File: config.mk
export PLATFORM = sky130hd
export DESIGN_NAME = sclh_top
export DESIGN_NICKNAME = d
export VERILOG_FILES = /design/src/sclh_pkg.sv /design/src/sclh_sync.sv /design/src/sclh_tick.sv /design/src/sclh_top.sv
export SDC_FILE = /design/constraint.sdc
export NUM_CORES = 1
export LEC_CHECK = 0
export ABC_AREA = 1
export BUFFER_PORTS_ARGS = -buffer_cell sky130_fd_sc_hd__buf_4
export CORE_ASPECT_RATIO = 0.5
export CORE_MARGIN = 4
export CORE_UTILIZATION = 32
export CTS_BUF_LIST = sky130_fd_sc_hd__clkbuf_8
export CTS_CLUSTER_SIZE = 14
export DETAILED_ROUTE_END_ITERATION = 6
export SLEW_MARGIN = 20
export SYNTH_ARGS = -nofsm -noshare
export SYNTH_HDL_FRONTEND = slang
export SYNTH_SLANG_ARGS = --single-unit
File: constraint.sdc
create_clock -name ref_clk -period 2.14 [get_ports ref_clk]
set_input_delay 0.214 -clock ref_clk [delete_from_list [all_inputs] [get_ports ref_clk]]
set_output_delay 0.214 -clock ref_clk [all_outputs]
set_load 0.02 [all_outputs]
File: src/sclh_pkg.sv
// package for the serial control lead handler: modes, lead settings, timing
// assumes a 20 MHz ref_clk; all other files import it whole
package sclh_pkg;

  typedef enum logic [1:0] {
    SCLH_LINE_EIA530,
    SCLH_LINE_V35,
    SCLH_LINE_X21
  } sclh_line_e;

  typedef enum logic [1:0] {
    SCLH_OUT_NORMAL,
    SCLH_OUT_ASSERT,
    SCLH_OUT_DEASSERT
  } sclh_out_e;

  typedef enum logic [1:0] {
    SCLH_IN_NORMAL,
    SCLH_IN_IGNORE,
    SCLH_IN_REQUIRE
  } sclh_in_e;

  typedef enum logic [2:0] {
    SCLH_LB_NONE,
    SCLH_LB_LOCAL,
    SCLH_LB_REMOTE,
    SCLH_LB_PARTNER_LOCAL,
    SCLH_LB_PARTNER_REMOTE
  } sclh_lb_e;

  // to-partner lead settings
  typedef struct packed {
    sclh_out_e dtr;
    sclh_out_e rts;
    sclh_out_e ctl;
  } sclh_out_cfg_s;

  // from-partner lead settings
  typedef struct packed {
    sclh_in_e cts;
    sclh_in_e dcd;
    sclh_in_e dsr;
    sclh_in_e ind;
    sclh_in_e tm;
  } sclh_in_cfg_s;

  // per-lead polarity inversion, 1 = negative
  typedef struct packed {
    logic cts;
    logic dcd;
    logic dsr;
    logic dtr;
    logic rts;
    logic tm;
    logic ctl;
    logic ind;
  } sclh_pol_s;

  // raw from-partner leads
  typedef struct packed {
    logic cts;
    logic dcd;
    logic dsr;
    logic tm;
    logic ind;
  } sclh_leads_s;

  // serial data and clock pair
  typedef struct packed {
    logic data;
    logic clk;
  } sclh_ser_s;

  localparam int unsigned SCLH_CLK_HZ      = 20_000_000;
  localparam int unsigned SCLH_MS_PER_S    = 1000;
  localparam int unsigned SCLH_CYC_PER_MS  = SCLH_CLK_HZ / SCLH_MS_PER_S;
  localparam int unsigned SCLH_DUR_MS_MIN  = 1;
  localparam int unsigned SCLH_DUR_MS_MAX  = 1000;
  localparam int unsigned SCLH_INT_S_MIN   = 1;
  localparam int unsigned SCLH_INT_S_MAX   = 31;
  localparam int unsigned SCLH_SYNC_STAGES = 2;
  localparam logic [9:0]  SCLH_DUR_RST     = 10'h001;
  localparam logic [4:0]  SCLH_INT_RST     = 5'h01;

endpackage : sclh_pkg

File: src/sclh_sync.sv
// two flip-flop synchroniser for a bus of lead inputs
// assumes inputs come from pins outside the ref_clk domain
`timescale 1ns/100ps
module sclh_sync
  import sclh_pkg::*;
#(
  parameter int unsigned W = 1
) (
  input  wire logic         ref_clk,
  input  wire logic         rst_n,
  input  wire logic         clk_en,
  input  wire logic [W-1:0] async_in,
  output logic      [W-1:0] sync_out
);

  logic [W-1:0] meta_q;

  // first stage read only by the second
  always_ff @(posedge ref_clk or negedge rst_n) begin
    if (!rst_n) begin
      meta_q   <= '0;
      sync_out <= '0;
    end else if (clk_en) begin
      meta_q   <= async_in;
      sync_out <= meta_q;
    end
  end

endmodule : sclh_sync

File: src/sclh_tick.sv
// divider giving one-cycle ticks every DIV enabled cycles
// assumes the same ref_clk and enable as the main block
`timescale 1ns/100ps
module sclh_tick
  import sclh_pkg::*;
#(
  parameter int unsigned DIV = SCLH_CYC_PER_MS
) (
  input  wire logic ref_clk,
  input  wire logic rst_n,
  input  wire logic clk_en,
  input  wire logic clear,
  output logic      tick
);

  localparam int unsigned CW = $clog2(DIV + 1);
  localparam logic [CW-1:0] LAST = CW'(DIV - 1);

  logic [CW-1:0] cnt_q;

  // free count, restarted by clear
  always_ff @(posedge ref_clk or negedge rst_n) begin
    if (!rst_n) begin
      cnt_q <= '0;
    end else if (clk_en) begin
      if (clear || cnt_q == LAST) begin
        cnt_q <= '0;
      end else begin
        cnt_q <= cnt_q + 1'b1;
      end
    end
  end

  assign tick = clk_en && !clear && (cnt_q == LAST);

endmodule : sclh_tick

File: src/sclh_top.sv
// What this block does
// - eia-530/v.35: dtr and rts each forced on, forced off or normal.
// - x.21: control output forced on, forced off or normal.
// - eia-530/v.35: cts, dcd, dsr each ignore, normal or require.
// - x.21: indication input ignore, normal or require.
// - test-mode setting only in eia-530; rejected in v.35 and x.21.
// - require gates link on the lead; ignore disregards the lead.
// - dtr resync pulse, 1..1000 ms long, repeating every 1..31 s.
// - ignore-all disregards all leads, accepted only with no lead options set.
// - after reset or cleared setting, every lead is normal.
// - x.21 rejects eia leads; eia-530/v.35 reject control and indication.
// - dtr circuit balanced or unbalanced, balanced after reset.
// - lead high when plus wire is above minus wire.
// - polarities positive by default; eia leads invertible independently.
// - x.21 control and indication polarity invertible independently.
// - remote loopback returns tx data and clock to own receiver.
// - remote loopback sends line rx data and clock back out as tx.
// - partner loopbacks drive the eia-530 loopback-request leads.
// - loopbacks: eia-530 all four, v.35 local/remote, x.21 none.
// - local loopback turns tx to rx just before the transceiver.
//
// control lead handler for a synchronous serial port
// assumes settings are quasi-static ports; lead pins and line clock are async
`timescale 1ns/100ps
module sclh_top
  import sclh_pkg::*;
(
  input  wire logic          ref_clk,
  input  wire logic          rst_n,
  input  wire logic          clk_en,
  input  wire sclh_line_e    line_mode,
  input  wire sclh_out_cfg_s out_cfg,
  input  wire sclh_in_cfg_s  in_cfg,
  input  wire sclh_pol_s     pol_cfg,
  input  wire logic          ignore_all,
  input  wire logic          dtr_unbal,
  input  wire logic          resync_en,
  input  wire logic [9:0]    resync_ms,
  input  wire logic [4:0]    resync_s,
  input  wire sclh_lb_e      lb_mode,
  input  wire logic          host_dtr,
  input  wire logic          host_rts,
  input  wire logic          host_ctl,
  input  wire sclh_ser_s     host_tx,
  output sclh_ser_s          host_rx,
  input  wire sclh_ser_s     line_rx,
  output sclh_ser_s          line_tx,
  input  wire sclh_leads_s   lead_pins,
  output logic               dtr_pin,
  output logic               dtr_unbal_sel,
  output logic               rts_pin,
  output logic               ctl_pin,
  output logic               lb_req_local,
  output logic               lb_req_remote,
  output sclh_leads_s        lead_status,
  output logic               link_ok,
  output logic               cfg_err,
  output logic               resync_active
);

  sclh_leads_s lead_s;
  sclh_ser_s   rx_s;
  logic        is_x21;
  logic        is_eia;
  logic        opt_set;
  logic        cfg_bad_d;
  logic        ign_all_ok;
  logic        ms_tick;
  logic        dtr_lvl_d;
  logic        rts_lvl_d;
  logic        ctl_lvl_d;
  logic        ok_d;
  sclh_lb_e    lb_eff;

  // pins enter the ref_clk domain through two flops
  sclh_sync #(.W ($bits(sclh_leads_s))) u_lead_sync (
    .ref_clk  (ref_clk),
    .rst_n    (rst_n),
    .clk_en   (clk_en),
    .async_in (lead_pins),
    .sync_out (lead_s)
  );

  // line data and its clock are sampled as ordinary async inputs
  sclh_sync #(.W ($bits(sclh_ser_s))) u_line_sync (
    .ref_clk  (ref_clk),
    .rst_n    (rst_n),
    .clk_en   (clk_en),
    .async_in (line_rx),
    .sync_out (rx_s)
  );

  // millisecond time base for resync
  sclh_tick #(.DIV (SCLH_CYC_PER_MS)) u_ms_tick (
    .ref_clk (ref_clk),
    .rst_n   (rst_n),
    .clk_en  (clk_en),
    .clear   (!resync_en),
    .tick    (ms_tick)
  );

  assign is_x21 = (line_mode == SCLH_LINE_X21);
  assign is_eia = (line_mode == SCLH_LINE_EIA530);

  // settings check: rejected options raise cfg_err and fall back to normal
  always_comb begin
    opt_set = (out_cfg.dtr != SCLH_OUT_NORMAL) || (out_cfg.rts != SCLH_OUT_NORMAL)
           || (out_cfg.ctl != SCLH_OUT_NORMAL) || (in_cfg.cts != SCLH_IN_NORMAL)
           || (in_cfg.dcd != SCLH_IN_NORMAL) || (in_cfg.dsr != SCLH_IN_NORMAL)
           || (in_cfg.ind != SCLH_IN_NORMAL) || (in_cfg.tm != SCLH_IN_NORMAL)
           || resync_en;
    cfg_bad_d = 1'b0;
    if (is_x21) begin
      cfg_bad_d = (out_cfg.dtr != SCLH_OUT_NORMAL) || (out_cfg.rts != SCLH_OUT_NORMAL)
               || (in_cfg.cts != SCLH_IN_NORMAL) || (in_cfg.dcd != SCLH_IN_NORMAL)
               || (in_cfg.dsr != SCLH_IN_NORMAL) || resync_en || dtr_unbal
               || pol_cfg.cts || pol_cfg.dcd || pol_cfg.dsr || pol_cfg.dtr
               || pol_cfg.rts;
    end else begin
      cfg_bad_d = (out_cfg.ctl != SCLH_OUT_NORMAL) || (in_cfg.ind != SCLH_IN_NORMAL)
               || pol_cfg.ctl || pol_cfg.ind;
    end
    if (!is_eia && ((in_cfg.tm != SCLH_IN_NORMAL) || pol_cfg.tm)) begin
      cfg_bad_d = 1'b1;
    end
    if (is_x21 && lb_mode != SCLH_LB_NONE) begin
      cfg_bad_d = 1'b1;
    end
    if (!is_eia && (lb_mode == SCLH_LB_PARTNER_LOCAL || lb_mode == SCLH_LB_PARTNER_REMOTE)) begin
      cfg_bad_d = 1'b1;
    end
    if (ignore_all && opt_set) begin
      cfg_bad_d = 1'b1;
    end
  end

  assign ign_all_ok = ignore_all && !opt_set;
  assign lb_eff = cfg_bad_d ? SCLH_LB_NONE : lb_mode;

  // resync pulse timer in ms and seconds
  logic [9:0] ms_cnt_q;
  logic [4:0] s_cnt_q;
  logic       pulse_q;
  logic [9:0] dur_ms;
  logic [4:0] int_s;

  assign dur_ms = (resync_ms < 10'(SCLH_DUR_MS_MIN)) ? SCLH_DUR_RST
                : (resync_ms > 10'(SCLH_DUR_MS_MAX)) ? 10'(SCLH_DUR_MS_MAX) : resync_ms;
  assign int_s  = (resync_s < 5'(SCLH_INT_S_MIN)) ? SCLH_INT_RST : resync_s;

  always_ff @(posedge ref_clk or negedge rst_n) begin
    if (!rst_n) begin
      ms_cnt_q <= '0;
      s_cnt_q  <= '0;
      pulse_q  <= 1'b0;
    end else if (clk_en) begin
      if (!resync_en || is_x21) begin
        ms_cnt_q <= '0;
        s_cnt_q  <= '0;
        pulse_q  <= 1'b0;
      end else if (ms_tick) begin
        if (pulse_q) begin
          if (ms_cnt_q + 10'h001 >= dur_ms) begin
            pulse_q  <= 1'b0;
            ms_cnt_q <= '0;
          end else begin
            ms_cnt_q <= ms_cnt_q + 10'h001;
          end
        end else if (ms_cnt_q + 10'h001 >= 10'(SCLH_MS_PER_S)) begin
          ms_cnt_q <= '0;
          if (s_cnt_q + 5'h01 >= int_s) begin
            s_cnt_q <= '0;
            pulse_q <= 1'b1;
          end else begin
            s_cnt_q <= s_cnt_q + 5'h01;
          end
        end else begin
          ms_cnt_q <= ms_cnt_q + 10'h001;
        end
      end
    end
  end

  // output lead levels before polarity
  always_comb begin
    dtr_lvl_d = host_dtr;
    rts_lvl_d = host_rts;
    ctl_lvl_d = host_ctl;
    if (!cfg_bad_d && !is_x21) begin
      case (out_cfg.dtr)
        SCLH_OUT_ASSERT:   dtr_lvl_d = 1'b1;
        SCLH_OUT_DEASSERT: dtr_lvl_d = 1'b0;
        default:           dtr_lvl_d = host_dtr;
      endcase
      case (out_cfg.rts)
        SCLH_OUT_ASSERT:   rts_lvl_d = 1'b1;
        SCLH_OUT_DEASSERT: rts_lvl_d = 1'b0;
        default:           rts_lvl_d = host_rts;
      endcase
      if (pulse_q) begin
        dtr_lvl_d = 1'b0;
      end
    end else if (!cfg_bad_d) begin
      case (out_cfg.ctl)
        SCLH_OUT_ASSERT:   ctl_lvl_d = 1'b1;
        SCLH_OUT_DEASSERT: ctl_lvl_d = 1'b0;
        default:           ctl_lvl_d = host_ctl;
      endcase
    end
  end

  // link usable check on synchronised leads
  function automatic logic sclh_gate(input sclh_in_e s, input logic lvl);
    sclh_gate = (s == SCLH_IN_REQUIRE) ? lvl : 1'b1;
  endfunction : sclh_gate

  sclh_leads_s lead_p;
  assign lead_p = lead_s ^ {pol_cfg.cts, pol_cfg.dcd, pol_cfg.dsr, pol_cfg.tm, pol_cfg.ind};

  always_comb begin
    ok_d = 1'b1;
    if (!ign_all_ok && !cfg_bad_d && is_x21) begin
      ok_d = sclh_gate(in_cfg.ind, lead_p.ind);
    end else if (!ign_all_ok && !cfg_bad_d) begin
      ok_d = sclh_gate(in_cfg.cts, lead_p.cts) && sclh_gate(in_cfg.dcd, lead_p.dcd)
          && sclh_gate(in_cfg.dsr, lead_p.dsr);
      if (is_eia) begin
        ok_d = ok_d && sclh_gate(in_cfg.tm, lead_p.tm);
      end
    end
  end

  // registered lead outputs and status
  // reset drives all lead pins, lead status and link_ok low
  always_ff @(posedge ref_clk or negedge rst_n) begin
    if (!rst_n) begin
      dtr_pin       <= 1'b0;
      rts_pin       <= 1'b0;
      ctl_pin       <= 1'b0;
      dtr_unbal_sel <= 1'b0;
      lead_status   <= '0;
      link_ok       <= 1'b0;
      cfg_err       <= 1'b0;
      resync_active <= 1'b0;
    end else if (clk_en) begin
      dtr_pin       <= dtr_lvl_d ^ (pol_cfg.dtr && !is_x21);
      rts_pin       <= rts_lvl_d ^ (pol_cfg.rts && !is_x21);
      ctl_pin       <= ctl_lvl_d ^ (pol_cfg.ctl && is_x21);
      dtr_unbal_sel <= dtr_unbal && !is_x21;
      lead_status   <= lead_p;
      link_ok       <= ok_d;
      cfg_err       <= cfg_bad_d;
      resync_active <= pulse_q;
    end
  end

  // loopback data paths
  always_ff @(posedge ref_clk or negedge rst_n) begin
    if (!rst_n) begin
      host_rx       <= '0;
      line_tx       <= '0;
      lb_req_local  <= 1'b0;
      lb_req_remote <= 1'b0;
    end else if (clk_en) begin
      lb_req_local  <= (lb_eff == SCLH_LB_PARTNER_LOCAL);
      lb_req_remote <= (lb_eff == SCLH_LB_PARTNER_REMOTE);
      case (lb_eff)
        SCLH_LB_LOCAL: begin
          host_rx <= host_tx;
          line_tx <= host_tx;
        end
        SCLH_LB_REMOTE: begin
          host_rx <= host_tx;
          line_tx <= rx_s;
        end
        default: begin
          host_rx <= rx_s;
          line_tx <= host_tx;
        end
      endcase
    end
  end

  // checks
  property p_req_gate;
    @(posedge ref_clk) disable iff (!rst_n)
      (clk_en && !cfg_bad_d && !ign_all_ok && !is_x21 && in_cfg.cts == SCLH_IN_REQUIRE
       && !lead_p.cts) |=> !link_ok;
  endproperty
  a_req_gate: assert property (p_req_gate) else $error("require not gating link");
  property p_dtr_force;
    @(posedge ref_clk) disable iff (!rst_n)
      (clk_en && !cfg_bad_d && !is_x21 && out_cfg.dtr == SCLH_OUT_ASSERT && !pulse_q)
      |=> dtr_pin == !$past(pol_cfg.dtr);
  endproperty
  a_dtr_force: assert property (p_dtr_force) else $error("dtr not forced");
  property p_ctl_force;
    @(posedge ref_clk) disable iff (!rst_n)
      (clk_en && !cfg_bad_d && is_x21 && out_cfg.ctl == SCLH_OUT_DEASSERT)
      |=> ctl_pin == $past(pol_cfg.ctl);
  endproperty
  a_ctl_force: assert property (p_ctl_force) else $error("control not forced");
  property p_x21_reject;
    @(posedge ref_clk) disable iff (!rst_n)
      (clk_en && is_x21 && in_cfg.cts != SCLH_IN_NORMAL) |=> cfg_err;
  endproperty
  a_x21_reject: assert property (p_x21_reject) else $error("x.21 cts not rejected");
  property p_tm_reject;
    @(posedge ref_clk) disable iff (!rst_n)
      (clk_en && line_mode == SCLH_LINE_V35 && in_cfg.tm != SCLH_IN_NORMAL) |=> cfg_err;
  endproperty
  a_tm_reject: assert property (p_tm_reject) else $error("v.35 tm not rejected");
  property p_ign_all;
    @(posedge ref_clk) disable iff (!rst_n)
      (clk_en && ignore_all && opt_set) |=> cfg_err;
  endproperty
  a_ign_all: assert property (p_ign_all) else $error("ignore-all with options accepted");
  property p_x21_no_lb;
    @(posedge ref_clk) disable iff (!rst_n)
      (clk_en && is_x21) |=> !lb_req_local && !lb_req_remote;
  endproperty
  a_x21_no_lb: assert property (p_x21_no_lb) else $error("x.21 loopback request");
  property p_remote_lb;
    @(posedge ref_clk) disable iff (!rst_n)
      (clk_en && lb_eff == SCLH_LB_REMOTE) |=> line_tx == $past(rx_s);
  endproperty
  a_remote_lb: assert property (p_remote_lb) else $error("remote loop not returned");
  property p_local_lb;
    @(posedge ref_clk) disable iff (!rst_n)
      (clk_en && lb_eff == SCLH_LB_LOCAL) |=> host_rx == $past(host_tx);
  endproperty
  a_local_lb: assert property (p_local_lb) else $error("local loop not turned");

  c_pulse: cover property (@(posedge ref_clk) $rose(resync_active));
  c_link_drop: cover property (@(posedge ref_clk) $fell(link_ok));
  c_partner_lb: cover property (@(posedge ref_clk) lb_req_remote);

endmodule : sclh_top

==> summary.md, run 1 <==
| Metric | Value |
|---|---|
| Status | finished, violations left |
| Failing checks | negative setup slack |
| Htree depth | 3 |
| Final GP Congestion | 0.855 |
| Max Freq | 0.426 GHz |
| Hpwl dp | 8280 um |
| Area grow syn2layout | 35.7% |
| Number of global-route vias before repair | 3845 |
| Iter 0 DRT Violations | 238 |
| CTS tree | yes |
| Final setup vio count | 11 |
| Area of the die | 0.0148 sq mm |
| NumNets Final | 772 |
| CP Capture Type | flop |
| Fin util | 0.458 |
| GR Util All Layers | 0.152 |
| Post-route DRC | 0 |
| Mapped Cells | 557 |
| Num rows | 28 |
| Max-cap viol count | 0 |
| Yosys warns | 0 |
| Core Footprint | 0.0122 sq mm |
| Clk root buf | clkbuf_8 |
| Fill cells | 1247 |
| First-pass GRT wire length | 18300 um |
| Crit path DAT | 2.57 ns |
| Data required, critical path | 2.36 ns |
| Hold Path Class | in -> reg |
| Die Wd | 168 um |
| Post-synth top cells | nand2_1, inv_1, dfrtp_1, nor2_1, nand3_1 |
| Diode count | 0 |
| Post-route setup slack | -0.210 ns |
| RSZ-0062 raised after global routing | yes |
| Gr ovfl total | 0 |
| Post-synth ARST share | 1.00 |
| Clock Skew | 0.00688 ns |
| Finished Layout Cells | 854 |
| Synthesized area per cell | 7.39 sq um |
| Clk pin slew, worst setup/hold paths | 0.07 ns |
| Post-synth EDFFs | 0 |
| I/O pin count | 80 |
| Max-slew headroom | 0.466 |
| Type of origin of the critical path | flop |
| Vias/cell | 4.60 |
| Die Y | 88.2 um |
| Min cycle time layout | 2.35 ns |
| Mapped cell area | 0.00412 sq mm |
| Leakage | 2.88 nW |
| DP Worst Slack | -0.261 ns |
| Sequential share of the synthesized area | 0.383 |
| Seq cells post-synth | 63 |
| Worst Tran Pin Value | 0.801 ns |
| Clock Tree Buf Depth | 2 |
| Worst-case vdd ir drop | 207 uV |
| WL per Instance | 12.9 um |
| Synth area leader | dfrtp_1 |
| Power Density | 525 mW/mm^2 |
| Initial antenna violation count | 0 |
| TritonRoute pass-1 iters | 4 |
| Synth top area cells | dfrtp_1, nand2_1, ha_1, inv_1, nor2_1 |
| Crit Path Category | reg -> reg |
| Pin count of the biggest net entering global routing | 64 |
| Max-slew violations | 0 |
| Layout cells sized above 1 | 0.277 |
| Yosys top cell area share | 0.383 |
| Placed cell areas | 0.00513 sq mm |
| Via count | 3932 |
| Post-route clock period utilization | 1.10 |
| Final ANT Viol Nets | 0 |
| Ys flop type | dfrtp_1 |
| Tot Pwr | 2.93 mW |
| Register-to-register setup slack | -0.21 ns |
| Final hold violations | 0 |
| Crit path max fanout | 3 |
| Starting Density | 0.338 |
| Mapped Nets | 644 |
| Count leader, synth | nand2_1 |
| I/O Buffers | 79 |
| Post-synth cell types | 45 |
| CTS buffer count | 9 |
| Post-Route WL | 11000 um |
| Clock sink count | 63 |
| Clk_lat worst skew | 0.34 ns |
| Placed Cells incl. Taps | 825 |
| Fin area | 0.00558 sq mm |
final timing paths:
path,endpoint,cells past startpoint,start
hold / removal,u_lead_sync.meta_q[3],3,lead_pins[3]
min in group asynchronous,u_lead_sync.meta_q[2],2,rst_n
setup / recovery,ms_cnt_q[8],16,ms_cnt_q[1]
max in group asynchronous,ms_cnt_q[9],2,rst_n
setup reg to reg,ms_cnt_q[8],16,ms_cnt_q[1]
hold reg to reg,u_ms_tick.cnt_q[14],1,u_ms_tick.cnt_q[14]
layout by cell type, fill, tap and decap left out, types with 6 or more instances in the layout:
master    count
a21oi_1      11
buf_4       124
clkbuf_8     10
dfrtp_1      63
ha_1         17
ha_4          6
inv_1        75
inv_2         7
nand2_1     155
nand3_1      29
nand4_1      13
nor2_1       56
nor2_2        6
nor3_1        7
o21ai_0      17
o21ai_1      14
xor2_1        7
flip-flops by register name, summed over array words and instances, names as in the netlist:
register / cells
u_lead_sync.sync_out: 5
host_rx: 2
cfg_err: 1
lb_req_remote: 1
pulse_q: 1
ctl_pin: 1
u_lead_sync.meta_q: 5
rts_pin: 1
lead_status: 5
u_ms_tick.cnt_q: 15
line_tx: 2
u_line_sync.sync_out: 2
s_cnt_q: 5
u_line_sync.meta_q: 2
ms_cnt_q: 10
lb_req_local: 1
dtr_pin: 1
dtr_unbal_sel: 1
link_ok: 1
resync_active: 1
report_power, final:
part	internal, mW	total [mW]	switching [mW]
Combinational	0.316	0.703	0.387
Clock	0.434	0.884	0.449
Sequential	1.28	1.34	0.0616
Total	2.03	2.93	0.898
per-layer routing:
| metal | share of wire | wire length, um | track usage | vias up |
|---|---|---|---|---|
| met5 | 0 | 0 | 0 | - |
| met4 | 0.010 | 115 | 0.0376 | 0 |
| met3 | 0.048 | 530 | 0.0383 | 10 |
| met2 | 0.44 | 4910 | 0.242 | 72 |
| met1 | 0.50 | 5480 | 0.209 | 1802 |
| li1 | - | - | - | 2048 |
layout make-up:
class                      count  area [sq um]  share of cell area
multi-input combinational    405          2390               0.428
sequential                    63          1580               0.282
timing repair buffer         125           941               0.168
inverter                      81           304              0.0544
tap                          165           206              0.0370
clock buffer                  10           138              0.0246
clock inverter                 5          27.5             0.00493
metrics by stage:
step           setup TNS (ns)  hold WS, ns
4_1_cts                 -1.54       0.0484
6_report                -1.97       0.0712
5_1_grt                 -3.67       0.0669
3_5_place_dp            -2.46        0.362
3_3_place_gp            -1.64        0.366
2_1_floorplan          -0.738      -0.0816
worst max-delay path: stages (launching register included):
cell     delay [ns]
dfrtp_1        0.39
ha_2           0.20
nand2_2        0.07
nor2_4         0.15
nand3_2        0.10
xor2_2         0.17
inv_2          0.08
buf_4          0.13
buf_4          0.12
buf_4          0.12
buf_4          0.12
buf_4          0.12
buf_4          0.12
buf_4          0.12
buf_4          0.12
nand2_1        0.06
o21ai_1        0.05
cell families (layout without fill, tap and decap cells):
kind of cell / count (synthesis) / after routing / share of synthesized area
XOR/XNOR: 15 / 15 / 0.0337
AO/OA/AOI/OAI: 67 / 67 / 0.0955
AND/OR/NAND/NOR: 296 / 297 / 0.325
flip-flops: 63 / 63 / 0.383
buffers and inverters: 90 / 221 / 0.0842
multiplexers: 1 / 1 / 0.00274
adder cells (fa/ha/maj): 25 / 25 / 0.0760
timing repair:
action | 4_1_cts | 5_1_grt
setup endpoints to repair | 11 | 16
resized for setup | 9 | 23
hold buffers | 1 | 0
endpoints found under the hold margin | 63 | 0
buffers inserted | 12 | 0
pin swaps | 10 | 20
cloned | 1 | 0
No activity file was read; power rests on OpenSTA's default activity.
==> run 2, diff against run 1 <==
- BUFFER_PORTS_ARGS: -buffer_cell sky130_fd_sc_hd__buf_4 -> -buffer_cell sky130_fd_sc_hd__buf_2
==> run 2 against run 1 <==
The run still ends with negative setup slack left. Clock power is 13% higher. Non-clock buffer count is 8 higher. Clock-buffer cell count did not move. Final area is 2.7% lower. Wire length shrank 0.83%. Final cell count rose by 1.1%. Setup slack worse by 0.050 ns. Die area unchanged. Via count rose by 0.99%. Hold slack improved by 0.0058 ns. Sequential share of layout area grew 0.79 points. Flip-flop and latch count unchanged. Critical path type unchanged. Largest power group unchanged.
==> summary.md, run 2 (synthesis gave the netlist of run 1 again) <==
| Metric | Value |
|---|---|
| CP Capture Type | flop |
| Clk pin slew, worst setup/hold paths | 0.07 ns (about the same) |
| Hpwl dp | 8390 um (+1.4%) |
| Post-route setup slack | -0.260 ns (-0.0499 ns) |
| Pin count of the biggest net entering global routing | 45 (-30%) |
| Clock sink count | 63 (unchanged) |
| Post-route clock period utilization | 1.12 (+0.0233) |
| Area grow syn2layout | 32.0% |
| Slowest CP cell | dfrtp_1 |
| DR top layer | met4 |
| Worst Tran Pin Value | 0.485 ns (-0.315 ns) |
| Type of origin of the critical path | flop |
| Data required, critical path | 2.36 ns (about the same) |
| Failing checks | negative setup slack |
| Crit path max fanout | 5 (+2) |
| Starting Density | 0.338 (unchanged) |
| Largest registers | u_ms_tick.cnt_q: 15 flops, ms_cnt_q: 10 flops |
| Post-route DRC | 0 (unchanged) |
| TritonRoute pass-1 iters | 4 (unchanged) |
| Area of the die | 0.0148 sq mm (unchanged) |
| CP peak stage delay | 0.37 ns (-0.02 ns) |
| CTS buffer count | 9 (unchanged) |
| Worst-case vdd ir drop | 271 uV (+31%) |
| Hold Path Class | in -> reg |
| Crit path DAT | 2.62 ns (+0.05 ns) |
| Final hold violations | 0 (unchanged) |
| Max-cap viol count | 0 (unchanged) |
| Initial antenna violation count | 0 (unchanged) |
| Vias/cell | 4.60 (about the same) |
| Worst hold slack | 0.0770 ns (+0.00581 ns) |
| Fin util | 0.446 (-0.0125) |
| Max reg flops | 15 (unchanged) |
| Via count | 3971 (+0.99%) |
| Final GP Congestion | 0.824 (-3.6%) |
| Min cycle time layout | 2.40 ns (+0.0499 ns) |
| I/O pin count | 80 (unchanged) |
| Max Freq | 0.417 GHz (-2.1%) |
| Tot Pwr | 3.01 mW (+2.6%) |
| Max-slew violations | 0 (unchanged) |
| GR Util All Layers | 0.152 (+0.000622) |
| Power Density | 553 mW/mm^2 (+5.5%) |
| Layout cells sized above 1 | 0.287 (+0.00932) |
| Core Footprint | 0.0122 sq mm (unchanged) |
| Most common cell after layout, fill and taps aside | nand2_1 |
| WL per Instance | 12.7 um (-1.9%) |
| Gr ovfl total | 0 (unchanged) |
| NumNets Final | 780 (+1.0%) |
| Final setup TNS | -2.30 ns (-0.330 ns) |
| Die Y | 88.2 um (unchanged) |
| Clock Tree Buf Depth | 2 (unchanged) |
| Num rows | 28 (unchanged) |
| I/O Buffers | 79 (unchanged) |
| Worst-path cell chain | ha_2, nand2_2, nor2_4, nand2_2, xor2_1, inv_1, ha_1, nand2_2, nor2_2, nand2_1, o2111ai_2, nand2_2, nand3_4, inv_2, nand2_1, nand2_1 |
| Crit Path Category | reg -> reg |
| Largest Register | u_ms_tick.cnt_q |
| Final setup vio count | 11 (unchanged) |
| Met3 wire len | 596 um (+12%) |
| CTS tree | yes |
| Die Wd | 168 um (unchanged) |
| Number of global-route vias before repair | 3941 (+2.5%) |
| Routed length on met2 | 4950 um (+0.77%) |
| Met1 WL | 5320 um (-3.1%) |
| Iter 0 DRT Violations | 202 (-15%) |
| CP most frequent cell | nand2_2 |
| Commonest cells after routing, fill and taps aside | nand2_1, buf_2, inv_1, dfrtp_1, nor2_1 |
| Clock Skew | 0.00583 ns (-0.00105 ns) |
| Final ANT Viol Nets | 0 (unchanged) |
| Clk_lat worst skew | 0.33 ns (about the same) |
| Clk root buf | clkbuf_8 |
| Diode count | 0 (unchanged) |
| Post-Route WL | 10900 um (-0.83%) |
| First-pass GRT wire length | 18300 um (+0.34%) |
| DP Worst Slack | -0.299 ns (-0.0387 ns) |
| Status | finished, violations left |
| Htree depth | 3 (unchanged) |
| Max-slew headroom | 0.677 (+0.210) |
| RSZ-0062 raised after global routing | yes |
| Leakage | 2.88 nW (about the same) |
## run 2: worst paths after layout
kind,startpoint,end,slack (ns),cells past startpoint
min in group asynchronous,rst_n,u_lead_sync.meta_q[2],0.36,2
hold / removal,lead_pins[3],u_lead_sync.meta_q[3],0.08,3
setup reg to reg,ms_cnt_q[1],ms_cnt_q[0],-0.26,16
setup / recovery,ms_cnt_q[1],ms_cnt_q[0],-0.26,16
max in group asynchronous,rst_n,ms_cnt_q[3],1.16,3
hold reg to reg,u_line_sync.meta_q[1],u_line_sync.meta_q[1],0.48,2
## run 2: metal layers
metal / vias up / track usage
met2: 81 / 0.256
met4: 0 / 0.0331
li1: 2067 / -
met5: - / 0
met1: 1814 / 0.202
met3: 9 / 0.0379
## run 2: power breakdown
group	switching (mW)	total, mW	leakage [nW]	internal [mW]
combinational	0.389	0.665	1.96	0.276
clock	0.447	1.00	0.108	0.555
sequential	0.0577	1.34	0.818	1.28
total	0.894	3.01	2.88	2.11
## run 2: metrics by stage
| stage | instance area [sq um] | cells |
|---|---|---|
| after floorplan | 4120 | 557 |
| after global placement | 4970 | 829 |
| after detailed placement | 4970 | 829 |
| after CTS | 5330 | 859 |
| after global routing | 5430 | 863 |
| final | 5430 | 863 |
## run 2: layout make-up
class | count | area (sq um)
Multi-Input combinational cell | 405 | 2340
Tap cell | 165 | 206
Fill cell | 1250 | 6760
Clock buffer | 10 | 138
Timing Repair Buffer | 133 | 816
Clock inverter | 6 | 52.6
Sequential cell | 63 | 1580
Inverter | 81 | 304
## run 2: timing repair
action | 4_1_cts | 5_1_grt
gates resized for setup | 10 | 18
buffers inserted | 12 | 4
hold buffers | 1 | 0
endpoints found under the hold margin | 19 | 0
pin swaps | 10 | 22
setup endpoints to repair | 11 | 16
gates cloned | 1 | 0
## run 2: worst max-delay path, delay by kind of cell, from the launching register on
family / cells / cell delay, ns
flip-flops: 1 / 0.37
AND/OR/NAND/NOR: 10 / 0.89
adder cells (fa/ha/maj): 2 / 0.48
AO/OA/AOI/OAI: 1 / 0.23
buffers and inverters: 2 / 0.14
XOR/XNOR: 1 / 0.18
==> run 3, diff against run 2 <==
- RECOVER_POWER: default -> 25
==> run 3 against run 2 <==
The flow still finishes with violations (negative setup slack). Critical path depth is the same. Hold slack gained 0.00064 ns. Core utilization shrank 0.092 points. Maximum frequency is essentially flat. Flip-flop and latch count is the same. Non-clock buffer count is the same. Clock skew is essentially flat. Sequential share of layout area grew 0.060 points. Sequential power is essentially flat. Critical endpoint unchanged. Largest power group unchanged.
==> summary.md, run 3 (synthesis gave the netlist of run 1 again) <==
| Metric | Value |
|---|---|
| Fin util | 0.445 (-0.000924) |
| Max-slew violations | 0 (unchanged) |
| Htree depth | 3 (unchanged) |
| Placed Cells incl. Taps | 829 (unchanged) |
| Failing checks | negative setup slack |
| Post-route setup slack | -0.260 ns (-0.0000780 ns) |
| NumNets Final | 780 (unchanged) |
| Seq pwr share | 0.446 (about the same) |
| Status | finished, violations left |
| Iter 0 DRT Violations | 176 (-13%) |
| Die Y | 88.2 um (unchanged) |
| Switching Power | 0.894 mW (about the same) |
| FF+latch area | 0.00158 sq mm (unchanged) |
| Die Wd | 168 um (unchanged) |
| Gr ovfl total | 0 (unchanged) |
| Area grow syn2layout | 31.7% |
| Hpwl dp | 8390 um (unchanged) |
| Clk root buf | clkbuf_8 |
| Sw frac | 0.298 (+0.000456) |
| Pint | 2.11 mW (-0.12%) |
| GR Util All Layers | 0.152 (unchanged) |
| Most common cell after layout, fill and taps aside | nand2_1 |
| Worst-case vdd ir drop | 270 uV (-0.17%) |
| TritonRoute pass-1 iters | 4 (unchanged) |
| Max-cap viol count | 0 (unchanged) |
| Max Freq | 0.417 GHz (about the same) |
| Clk pin slew, worst setup/hold paths | 0.07 ns (about the same) |
| I/O pin count | 80 (unchanged) |
| Final setup vio count | 11 (unchanged) |
| Clock Skew | 0.00555 ns (-0.000279 ns) |
| Clock Power Share | 0.334 (about the same) |
| Data required, critical path | 2.36 ns (about the same) |
| DR top layer | met4 |
| Commonest cells after routing, fill and taps aside | nand2_1, buf_2, inv_1, dfrtp_1, nor2_1 |
| Max reg flops | 15 (unchanged) |
| Crit path DAT | 2.62 ns (about the same) |
| Num rows | 28 (unchanged) |
| I/O Buffers | 79 (unchanged) |
| Met1 WL | 5280 um (-0.75%) |
| Type of origin of the critical path | flop |
| Initial antenna violation count | 0 (unchanged) |
| Vias/cell | 4.60 (about the same) |
| Routed length on met2 | 4960 um (+0.30%) |
| Min cycle time layout | 2.40 ns (+0.0000780 ns) |
| Leakage | 2.87 nW (-0.36%) |
| Fill cells | 1254 (+0.32%) |
| Clk_lat worst skew | 0.33 ns (about the same) |
| Worst Tran Pin Value | 1.18 ns (+0.691 ns) |
| Hold Path Class | in -> reg |
| RSZ-0062 raised after global routing | yes |
| Largest registers | u_ms_tick.cnt_q: 15 flops, ms_cnt_q: 10 flops |
| Area of the die | 0.0148 sq mm (unchanged) |
| Number of global-route vias before repair | 3941 (unchanged) |
| Final hold violations | 0 (unchanged) |
| CP Capture Type | flop |
| Power Density | 554 mW/mm^2 (+0.15%) |
| Post-route clock period utilization | 1.12 (about the same) |
| Crit Path Category | reg -> reg |
| CTS tree | yes |
| Met3 wire len | 623 um (+4.5%) |
| Clock sink count | 63 (unchanged) |
| Max-slew headroom | 0.216 (-0.460) |
| Largest Register | u_ms_tick.cnt_q |
| WL per Instance | 12.7 um (about the same) |
| Layout cells sized above 1 | 0.282 (-0.00430) |
| Post-Route WL | 10900 um (about the same) |
| Comb power frac | 0.221 (about the same) |
| Clock Tree Buf Depth | 2 (unchanged) |
| First-pass GRT wire length | 18300 um (unchanged) |
| Diode count | 0 (unchanged) |
| Finished Layout Cells | 863 (unchanged) |
| Pin count of the biggest net entering global routing | 45 (unchanged) |
| Starting Density | 0.338 (unchanged) |
| Core Footprint | 0.0122 sq mm (unchanged) |
| Final GP Congestion | 0.824 (unchanged) |
| Final ANT Viol Nets | 0 (unchanged) |
| CTS buffer count | 9 (unchanged) |
| Post-route DRC | 0 (unchanged) |
| Crit path max fanout | 5 (unchanged) |
| Via count | 3970 (-0.025%) |
| Multi-input gate area | 0.00234 sq mm (unchanged) |
## run 3: cell count changes in the layout (fill, tap and decap cells not counted), sizes merged
cell / before / now
clkbuf: 10 / 15
buf: 132 / 127
## run 3: path summary, 6_finish.rpt
check	from	to	slack [ns]	cells past startpoint
max in group asynchronous	rst_n	ms_cnt_q[3]	0.68	3
worst max register to register	ms_cnt_q[1]	ms_cnt_q[0]	-0.26	16
worst min-delay path	lead_pins[3]	u_lead_sync.meta_q[3]	0.08	3
worst min register to register	u_line_sync.meta_q[1]	u_line_sync.meta_q[1]	0.48	2
min in group asynchronous	rst_n	u_lead_sync.meta_q[2]	0.63	2
worst max-delay path	ms_cnt_q[1]	ms_cnt_q[0]	-0.26	16
## run 3: per-stage QoR
stage	setup TNS [ns]	total power, mW	setup WS [ns]	cell area [sq um]	hold WS [ns]
2_1_floorplan	-0.738	1.71	-0.101	4120	-0.0816
3_3_place_gp	-1.65	1.98	-0.192	4970	0.202
3_5_place_dp	-2.90	1.99	-0.299	4970	0.214
4_1_cts	-1.88	3.04	-0.210	5330	0.0575
5_1_grt	-4.67	3.21	-0.461	5420	0.0628
6_report	-2.31	3.00	-0.260	5420	0.0776
## run 3: final cells by class
type / instances / area share
multi-input combinational: 405 / 0.431
sequential: 63 / 0.291
timing repair buffer: 133 / 0.148
inverter: 81 / 0.0561
tap: 165 / 0.0381
clock buffer: 10 / 0.0254
clock inverter: 6 / 0.00970
## run 3: worst max-delay path, stage by stage (launching register included)
cell	delay (ns)
dfrtp_1	0.37
ha_2	0.19
nand2_2	0.08
nor2_4	0.17
nand2_2	0.07
xor2_1	0.18
inv_1	0.09
ha_1	0.29
nand2_2	0.06
nor2_2	0.08
nand2_1	0.07
o2111ai_2	0.23
nand2_2	0.15
nand3_4	0.13
inv_2	0.05
nand2_1	0.05
nand2_1	0.04
## run 3: routing by layer
layer	vias up	GRT usage
met5	-	0
met4	0	0.0331
met3	8	0.0379
met2	78	0.256
met1	1815	0.202
li1	2069	-
## run 3: power by group through the flow
stage / combinational (mW) / clock, mW / sequential (mW)
detailed placement: 0.628 / 0 / 1.36
finish: 0.663 / 1.00 / 1.34
global placement: 0.619 / 0 / 1.36
global route: 0.757 / 1.11 / 1.35
CTS: 0.654 / 1.05 / 1.34
floorplan: 0.317 / 0 / 1.40
## run 3: timing repair
action / CTS / global route
resized for setup: 10 / 18
endpoints found under the setup margin: 11 / 16
buffers inserted: 12 / 4
hold buffers: 1 / 0
pin swaps: 10 / 22
hold endpoints to repair: 19 / 0
gates cloned: 1 / 0
